**src/include/dvb_consts.svh**
```systemverilog
// constants for the divider buzzer output block
// Behaviour
// - The two-bit frequency select picks gear clock divided by 2^12, 2^11, 2^10 or 2^9, or low-frequency clock divided by 2^5, 2^4 or 2^3 with code 11 reserved.
// - With enable set the active-low output pin carries the selected rectangular wave at about half duty.
// - With enable clear the output pin stays high and produces no pulses.
// - Entering stop, idle_zero_mode or sleep_zero_mode mode clears the enable bit, forcing the pin high.
// - The frequency select keeps its value across that automatic enable clear.
// - Control bits 7 down to 3 always read as zero.
// - The prescaler runs whatever the enable, so the first period after enabling may be short.
// - An enable clear by low-power entry cuts the running period short.
// - With the low-frequency source in normal or idle1/2 modes the output may jitter from clock synchronisation.
// - During a normal/slow mode switch the output frequency may deviate while clocks resynchronise.
`ifndef DVB_CONSTS_SVH
`define DVB_CONSTS_SVH
`define DVB_CTRL_OFFSET   8'h38
`define DVB_CTRL_RESET    8'h00
`define DVB_EN_BIT        2
`define DVB_SEL_LSB       0
`define DVB_GEAR_TAP_BASE 8
`define DVB_LF_TAP_BASE   2
`endif

```
**src/include/dvb_pkg.sv**
```systemverilog
// types for the divider buzzer output block
package dvb_pkg;
    typedef struct packed {
        logic       enable;
        logic [1:0] sel;
    } dvb_ctrl_t;

    typedef struct packed {
        logic stop_entry;
        logic idle_zero_mode_entry;
        logic sleep_zero_mode_entry;
    } dvb_lp_entry_t;

    typedef enum logic [1:0] {
        DVB_SRC_GEAR,
        DVB_SRC_LF
    } dvb_src_t;
endpackage : dvb_pkg

```
**src/verilog/dvb_prescaler.sv**
```systemverilog
// free-running prescaler counting on a one-cycle tick
`timescale 1ns/1ns
`default_nettype none
module dvb_prescaler
#(
    parameter int WIDTH = 13
)
(
    input  wire logic             clk_i,
    input  wire logic             rst_i,
    input  wire logic             tick_i,
    output logic      [WIDTH-1:0] count_o
);
    logic [WIDTH-1:0] cnt_q;
    logic [WIDTH-1:0] cnt_d;

    initial
    begin
        if (WIDTH < 13)
        begin
            $error("prescaler too narrow for the gear taps");
        end
    end

    // runs regardless of the enable
    always_comb
    begin
        cnt_d = cnt_q;
        if (tick_i)
        begin
            cnt_d = cnt_q + WIDTH'(1);
        end
    end

    always_ff @(posedge clk_i or posedge rst_i)
    begin
        if (rst_i)
        begin
            cnt_q <= '0;
        end
        else
        begin
            cnt_q <= cnt_d;
        end
    end

    assign count_o = cnt_q;
endmodule : dvb_prescaler
`default_nettype wire

```
**src/verilog/dvb_top.sv**
```systemverilog
// divider output unit: control register, clock source choice and output pin
//
// Local design decision: strobed register access.
`timescale 1ns/1ns
`default_nettype none
`include "dvb_consts.svh"
module dvb_top
    import dvb_pkg::*;
#(
    parameter int GEAR_DIV = 1
)
(
    // clock and reset
    input  wire logic       CLK_I,
    input  wire logic       RST_I,
    // register port
    input  wire logic [7:0] ADDR_I,
    input  wire logic [7:0] WDATA_I,
    input  wire logic       WR_I,
    input  wire logic       RD_I,
    output logic      [7:0] RDATA_O,
    // system mode state
    input  wire logic       LOW_FREQ_SOURCE_SELECT_I,
    input  wire logic       SLOW_MODE_I,
    input  wire logic       STOP_ENTRY_I,
    input  wire logic       IDLE_ZERO_ENTRY_I,
    input  wire logic       SLEEP_ZERO_ENTRY_I,
    // low-frequency clock arriving as a pin
    input  wire logic       LOW_FREQUENCY_CLOCK_I,
    // output pin, active low
    output logic            DIVIDER_OUTPUT_PIN_N_O
);
    initial
    begin
        if (GEAR_DIV < 1 || GEAR_DIV > 65536)
        begin
            $error("gear divide must lie between 1 and 65536");
        end
    end

    // pin synchronisers
    logic [1:0] lf_sync_q;
    logic       lf_prev_q;
    logic [1:0] lfsel_sync_q;
    logic [1:0] slow_sync_q;

    always_ff @(posedge CLK_I or posedge RST_I)
    begin
        if (RST_I)
        begin
            lf_sync_q    <= 2'h0;
            lf_prev_q    <= 1'b0;
            lfsel_sync_q <= 2'h0;
            slow_sync_q  <= 2'h0;
        end
        else
        begin
            lf_sync_q    <= {lf_sync_q[0], LOW_FREQUENCY_CLOCK_I};
            lf_prev_q    <= lf_sync_q[1];
            lfsel_sync_q <= {lfsel_sync_q[0], LOW_FREQ_SOURCE_SELECT_I};
            slow_sync_q  <= {slow_sync_q[0], SLOW_MODE_I};
        end
    end

    // resampling the slow clock costs up to one cycle of jitter
    logic lf_tick;
    assign lf_tick = lf_sync_q[1] & ~lf_prev_q;

    // gear clock enable from a divider of the system clock
    logic [15:0] gdiv_q;
    logic [15:0] gdiv_d;
    logic        gear_tick;

    always_comb
    begin
        gdiv_d = gdiv_q + 16'h0001;
        if (gdiv_q == 16'(GEAR_DIV - 1))
        begin
            gdiv_d = 16'h0000;
        end
    end

    always_ff @(posedge CLK_I or posedge RST_I)
    begin
        if (RST_I)
        begin
            gdiv_q <= 16'h0000;
        end
        else
        begin
            gdiv_q <= gdiv_d;
        end
    end

    assign gear_tick = (gdiv_q == 16'(GEAR_DIV - 1));

    // source choice: slow modes or the select bit take the low-frequency clock
    dvb_src_t src;
    assign src = (slow_sync_q[1] | lfsel_sync_q[1]) ? DVB_SRC_LF : DVB_SRC_GEAR;

    logic [12:0] gear_cnt;
    logic [12:0] lf_cnt;

    dvb_prescaler #(.WIDTH(13)) u_gear_pre
    (
        .clk_i   (CLK_I),
        .rst_i   (RST_I),
        .tick_i  (gear_tick),
        .count_o (gear_cnt)
    );

    dvb_prescaler #(.WIDTH(13)) u_lf_pre
    (
        .clk_i   (CLK_I),
        .rst_i   (RST_I),
        .tick_i  (lf_tick),
        .count_o (lf_cnt)
    );

    // control register
    dvb_ctrl_t     ctrl_q;
    dvb_ctrl_t     ctrl_d;
    dvb_lp_entry_t lp;
    logic          ctrl_wr;
    logic          lp_entry;
    logic [7:0]    rdata_q;
    logic [7:0]    rdata_d;

    assign lp       = '{stop_entry: STOP_ENTRY_I, idle_zero_mode_entry: IDLE_ZERO_ENTRY_I,
                        sleep_zero_mode_entry: SLEEP_ZERO_ENTRY_I};
    assign lp_entry = lp.stop_entry | lp.idle_zero_mode_entry | lp.sleep_zero_mode_entry;
    assign ctrl_wr  = WR_I && (ADDR_I == `DVB_CTRL_OFFSET);

    always_comb
    begin
        ctrl_d = ctrl_q;
        if (ctrl_wr)
        begin
            ctrl_d.enable = WDATA_I[`DVB_EN_BIT];
            ctrl_d.sel    = WDATA_I[`DVB_SEL_LSB +: 2];
        end
        if (lp_entry)
        begin
            ctrl_d.enable = 1'b0;
            // select is left as it was
        end
        rdata_d = 8'h00;
        if (RD_I && (ADDR_I == `DVB_CTRL_OFFSET))
        begin
            // upper bits stay zero
            rdata_d = {5'h00, ctrl_q.enable, ctrl_q.sel};
        end
    end

    always_ff @(posedge CLK_I or posedge RST_I)
    begin
        if (RST_I)
        begin
            ctrl_q  <= dvb_ctrl_t'(3'(`DVB_CTRL_RESET));
            rdata_q <= 8'h00;
        end
        else
        begin
            ctrl_q  <= ctrl_d;
            rdata_q <= rdata_d;
        end
    end

    assign RDATA_O = rdata_q;

    // tap choice; the lf reserved code reuses the highest rate, the same tap as code 10
    logic tap;
    always_comb
    begin
        tap = 1'b0;
        if (src == DVB_SRC_GEAR)
        begin
            tap = gear_cnt[`DVB_GEAR_TAP_BASE + 3 - 32'(ctrl_q.sel)];
        end
        else if (ctrl_q.sel == 2'b11)
        begin
            tap = lf_cnt[`DVB_LF_TAP_BASE];
        end
        else
        begin
            tap = lf_cnt[`DVB_LF_TAP_BASE + 2 - 32'(ctrl_q.sel)];
        end
    end

    // pin high while disabled, tap drives it when enabled
    // an enable clear ends the period at once
    logic pin_n_q;
    logic pin_n_d;
    always_comb
    begin
        pin_n_d = ctrl_d.enable ? ~tap : 1'b1;
    end

    always_ff @(posedge CLK_I or posedge RST_I)
    begin
        if (RST_I)
        begin
            pin_n_q <= 1'b1;
        end
        else
        begin
            pin_n_q <= pin_n_d;
        end
    end

    assign DIVIDER_OUTPUT_PIN_N_O = pin_n_q;

    a_disabled_pin_high : assert property (@(posedge CLK_I) disable iff (RST_I)
        !ctrl_q.enable |-> DIVIDER_OUTPUT_PIN_N_O)
        else $error("pin low while disabled");

    a_lp_clears_enable : assert property (@(posedge CLK_I) disable iff (RST_I)
        lp_entry |=> !ctrl_q.enable && DIVIDER_OUTPUT_PIN_N_O)
        else $error("low-power entry did not clear enable");

    a_lp_keeps_select : assert property (@(posedge CLK_I) disable iff (RST_I)
        lp_entry && !ctrl_wr |=> ctrl_q.sel == $past(ctrl_q.sel))
        else $error("select lost on low-power entry");

    a_read_upper_zero : assert property (@(posedge CLK_I) disable iff (RST_I)
        RD_I |=> RDATA_O[7:3] == 5'h00)
        else $error("upper control bits not zero");

    a_read_returns_ctrl : assert property (@(posedge CLK_I) disable iff (RST_I)
        RD_I && ADDR_I == `DVB_CTRL_OFFSET |=> RDATA_O[2:0] == $past({ctrl_q.enable, ctrl_q.sel}))
        else $error("control readback wrong");

    a_write_enable : assert property (@(posedge CLK_I) disable iff (RST_I)
        ctrl_wr && !lp_entry |=> ctrl_q.enable == $past(WDATA_I[`DVB_EN_BIT]))
        else $error("enable write not taken");

    a_enabled_follows_tap : assert property (@(posedge CLK_I) disable iff (RST_I)
        ctrl_q.enable && $past(ctrl_q.enable) |-> DIVIDER_OUTPUT_PIN_N_O == $past(~tap))
        else $error("pin not following tap");

    a_prescaler_runs : assert property (@(posedge CLK_I) disable iff (RST_I)
        gear_tick |=> gear_cnt == $past(gear_cnt) + 13'h0001)
        else $error("prescaler stalled");

    c_enable_write : cover property (@(posedge CLK_I) disable iff (RST_I)
        ctrl_wr && WDATA_I[`DVB_EN_BIT]);
    c_pin_toggles : cover property (@(posedge CLK_I) disable iff (RST_I)
        ctrl_q.enable && $fell(DIVIDER_OUTPUT_PIN_N_O));
    c_lp_while_on : cover property (@(posedge CLK_I) disable iff (RST_I)
        ctrl_q.enable && lp_entry);
endmodule : dvb_top
`default_nettype wire

```
**config.mk**
```make
export PLATFORM = sky130hd
export DESIGN_NAME = dvb_top
export DESIGN_NICKNAME = d
export VERILOG_FILES = /design/src/include/dvb_pkg.sv /design/src/verilog/dvb_prescaler.sv /design/src/verilog/dvb_top.sv
export VERILOG_INCLUDE_DIRS = /design/src /design/src/include
export SDC_FILE = /design/constraint.sdc
export NUM_CORES = 1
export LEC_CHECK = 0
export BUFFER_PORTS_ARGS = -buffer_cell sky130_fd_sc_hd__buf_4
export CAP_MARGIN = 30
export CORE_MARGIN = 5
export CORE_UTILIZATION = 50
export CTS_CLUSTER_DIAMETER = 120
export DETAILED_ROUTE_END_ITERATION = 16
export PLACE_DENSITY = 0.83
export SLEW_MARGIN = 10
export SYNTH_ARGS = -nofsm -noshare
export SYNTH_HDL_FRONTEND = slang
export SYNTH_SLANG_ARGS = --single-unit
```
**constraint.sdc**
```tcl
create_clock -name CLK_I -period 4.9 [get_ports CLK_I]
set_clock_uncertainty 0.05 [all_clocks]
set_input_delay 0.49 -clock CLK_I [delete_from_list [all_inputs] [get_ports CLK_I]]
set_output_delay 0.49 -clock CLK_I [all_outputs]
set_load 0.005 [all_outputs]
```
* After elaboration in Yosys (flattened, before gate mapping)
Cells that the tools add are included. Widths: inputs -> output; s select.
Cells by class: magnitude comparators 2, mux-type cells 12, reductions and logical operators 4, add/sub/neg operators 5, eq/ne operators 2, bitwise logic cells 6
Operators with widths (count):
- $lt 32x5->1 const B | 2
- $add 13x1->13 const B | 2
- $add 16x1->16 const B | 1
- $logic_not 16->1 | 1
- $mux 16 | 1
- $bmux 1 s4 | 2
- $eq 8x6->1 const B | 1
- $mux 1 | 7
- $mux 3 | 2
- $sub 4x2->5 const A | 1
- $sub 3x2->4 const A | 1
- $or 1x1->1 | 3
- $eq 2x2->1 const B | 1
- $logic_and 1x1->1 | 2
- $logic_not 2->1 | 1
- $not 1->1 | 2
- $and 1x1->1 | 1
Word-level totals: output and inout port bits 9, flip-flop bits (word level) 61, word-level logic and storage cells 42, input bits 26

* Longest topological paths before layout
word-level depth 7, gate-level depth with buffers 7

* By module
From an unflattened synthesis, not the netlist that was laid out.
Second synthesis, totals: cells, all modules 215, area total of the unflattened synthesis 2552.4 um2
Modules (own cells, without submodules):
- dvb_top | times used 1, cells an instance 115, area each 1393.8 um2, seq. area each 752.0 um2
- dvb_prescaler | times used 2, cells an instance 50, area each 579.3 um2, seq. area each 325.3 um2

* Least setup slack after synthesis
OpenSTA, ideal clock, no wires.
path type input port to flip-flop, start input port ADDR_I[1], end register ctrl_q[0] (netlist name), stages 4, required time 4.725 ns, buffers on the path 0, path slack 3.094 ns, arrival 1.632 ns, cells stage by stage or4b_1 > nor4_2 > nand2_2 > mux2_2
Between the ends: word-level cells in the longest chain between the ends 2
RTL lines:
- from (decl) | line dvb_top.sv:17 | input wire logic [7:0] ADDR_I,
- $eq 8x6->1 (no line)
- $logic_and 1x1->1 | line dvb_top.sv:132 | assign ctrl_wr = WR_I && (ADDR_I == `DVB_CTRL_OFFSET);
- to (signal assigned) | line dvb_top.sv:159 | ctrl_q <= dvb_ctrl_t'(3'(`DVB_CTRL_RESET));
- to (signal assigned) | line dvb_top.sv:164 | ctrl_q <= ctrl_d;
- to (decl) | line dvb_top.sv:121 | dvb_ctrl_t ctrl_q;
Every way passes these cells. A chain may end at the register's enable or synchronous reset.

* Worst setup path in the final report
start register gdiv_q[0], end register u_gear_pre.cnt_q[1], in the netlist u_gear_pre.count_o[1]
Between the ends: word-level cells in the longest chain between the ends 1
RTL lines:
- from (decl) | line dvb_top.sv:70 | logic [15:0] gdiv_q;
- from (signal assigned) | line dvb_top.sv:91 | gdiv_q <= gdiv_d;
- $logic_not 16->1 | line dvb_top.sv:95 | assign gear_tick = (gdiv_q == 16'(GEAR_DIV - 1));
- to (signal assigned) | line dvb_prescaler.sv:43 | cnt_q <= cnt_d;
- to (decl) | line dvb_prescaler.sv:14 | logic [WIDTH-1:0] cnt_q;
Every way passes these cells.

==> metrics.cfg <==
[run_status]
status=completed

[power_and_ir_drop]
vdd.ir_drop.worst_uv=193.6
leakagePower_nw=1.206
power_density_mw_per_mm2=316.2

[logic_synthesis]
async_reset_ff_frac=1.000
synthXorXnorAreaFrac=0.1276
synthMostInstantiatedCell=dfrtp_1
synthAdderAreaFrac=0.03419
synthMuxAreaShare=0.05071
synthCells=185
synth_largest_area_cell=dfrtp_1
synth-compound-area-share=0.01368
synth-simple-area-share=0.1726
seq_area_frac_synth=0.5704
netlist_area_mm2=0.002196
synth_warnings=0
synth_top_family_by_area=simple AND/OR/NAND/NOR gates
yosysTopAreaCellShare=0.5584
synth_seq_cells=50
synth_edf_count=0
synth_ff_type=dfrtp_1
ys_top_cells_by_count=49 x dfrtp_1, 22 x xnor2_1, 17 x nand2_1, 12 x nand3_1
syn-mean-instance-area_um2=11.87
synth_cell_types=34
synth.area.top_cells=dfrtp_1 56%, xnor2_1 8.8%, xor2_1 4.0%, ha_1 3.4%, nand2_1 2.9%

[detailed_routing]
dr_total_vias=1390
firstDrtPassIters=4
drtAntennaViolNets=0
wirelength_mm=3.537
drt_first_iter_violations=49
drc_errors=0
avgViaCountPerCell=5.167
wl_per_cell_um=13.15

[global_routing]
grt_overflow=0
grt_pass1_vias=1430
grt_start_max_net_pins=39
grtUsageTotal=0.1335
grt_first_pass_wirelength_mm=6.368
antenna_found_initial=0

[sta]
drv_slew=0
holdWs_ps=81.52
rsz0062_at_grt=false
period_share=0.4024
timing.setup.tns_ps=0
finalCriticalPeriod_ps=1972
finalHoldViolCount=0
max_freq_mhz=507.2
finalSetupViolCount=0

[clocking]
cts_made_buffers=5
clkLatencyLatePin_ps=290
cts.htree.levels=2
path_clk_slew_ps=80
cts.sinks=50
cts_setup_buffers=0
holdBufCountCts=0
clockRootBuffer=clkbuf_8
clock_path_buffers=2
cts_resized=0
tritoncts=done

[setup_path]
path_delay_family=simple AND/OR/NAND/NOR gates
reg2regPathDepth=6
worstSetupPathType=reg2reg
path_cells=inv_1 > ha_1 > nor4b_1 > nand2_1 > nor2_2 > mux2_2
crit_arrival_ps=2110
worst-path-stages=6
reg2reg_slack_ps=2930
cpMaxStageDelayCell=dfrtp_1
worst_setup_path_start_kind=flip-flop
crit_path_max_incr_delay_ps=410
cp-end-kind=flip-flop
critical_path_required_ps=5040
path_max_fanout=10
path_buf_inv=1

[die]
row_count=24
fp.coreArea_mm2=0.004294
ios=35
initial_core_util=0.5114
die_x_um=76.27
die_area_mm2=0.005817
die_h_um=76.27

[placement]
port_buffers=24
hpwl_mm=2.651
place_area_mm2=0.002439
gp_congestion=0.7805

[run]
cap_violations=0

[finish]
final_nets=248
area_delta_synth_final_pct=16.07
nFillCells=370
post-route-cell-area_mm2=0.002549
diodes=0
utilization=0.5935
drive_gt1_frac=0.2166

[hold_path]
hold_path.class=in2async

## cells in the final DEF (no fill, tap or decap), types with 2 or more instances in the layout
cell type	count
a21oi_1	2
and2_1	2
and3_1	2
and4_1	2
buf_4	24
clkbuf_8	8
conb_1	5
dfrtp_1	49
ha_1	6
inv_1	6
mux2_2	5
mux4_2	2
nand2_1	17
nand3_1	12
nand4_1	7
nor2_1	10
nor2b_1	3
nor3_1	5
nor4_1	2
xnor2_1	22
xor2_1	10
## state kept, by name, summed over array words and instances, names as in the netlist
name                    flops
DIVIDER_OUTPUT_PIN_N_O      1
RDATA_O                     3
ctrl_q                      3
gdiv_q                     16
lf_prev_q                   1
lf_sync_q                   2
lfsel_sync_q                2
slow_sync_q                 2
u_gear_pre.count_o         12
u_lf_pre.count_o            8
## kinds of logic after synthesis
logic type               after synthesis
AND/OR/NAND/NOR                       71
buffers and inverters                 12
AO/OA/AOI/OAI                          5
XOR/XNOR                              32
adder cells (fa/ha/maj)                6
flip-flops                            50
other                                  1
multiplexers                           8
## worst paths after layout
check | start | end
worst max-delay path | gdiv_q[0] | u_gear_pre.count_o[1]
worst min-delay path | RST_I | lf_sync_q[1]
worst max register to register | gdiv_q[0] | u_gear_pre.count_o[1]
worst min register to register | slow_sync_q[0] | slow_sync_q[1]
max in group asynchronous | RST_I | gdiv_q[10]
min in group CLK_I | SLOW_MODE_I | slow_sync_q[0]
## per-layer routing
metal | global-route usage | vias up | wire length [um]
met4 | 0.05245 | 0 | 64
met5 | 0 | - | 0
met1 | 0.1565 | 677 | 1514
met3 | 0.04846 | 7 | 185
met2 | 0.2217 | 28 | 1772
li1 | - | 678 | -
## stage by stage
stage                      power, W  std cells  worst slack (ps)
after global placement    0.0005427        260              2931
after detailed placement  0.0005494        261              2903
after CTS                 0.0008182        269              2933
after floorplan           0.0005215        189              3094
after global routing      0.0008526        269              2688
final                     0.0008059        269              2928
## area by class of cell
class | count | area [um2] | share of cell area
clock buffer | 8 | 110.1 | 0.04320
inverter | 7 | 26.28 | 0.01031
multi-input combinational | 127 | 894.6 | 0.3510
sequential | 50 | 1252 | 0.4914
tap | 52 | 65.06 | 0.02553
timing repair buffer | 25 | 200.2 | 0.07855
## worst reg2reg max path, stage by stage, from the launching register on
cell     delay (ps)
dfrtp_1         410
inv_1            80
ha_1            150
nor4b_1         230
nand2_1         150
nor2_2          400
mux2_2          380
## power by group
group | internal, W | switching (W)
logic | 0.0000419 | 0.0000309
registers | 0.000438 | 0.0000292
clock network | 0.000142 | 0.000123
(Power assumes the default switching activity.)
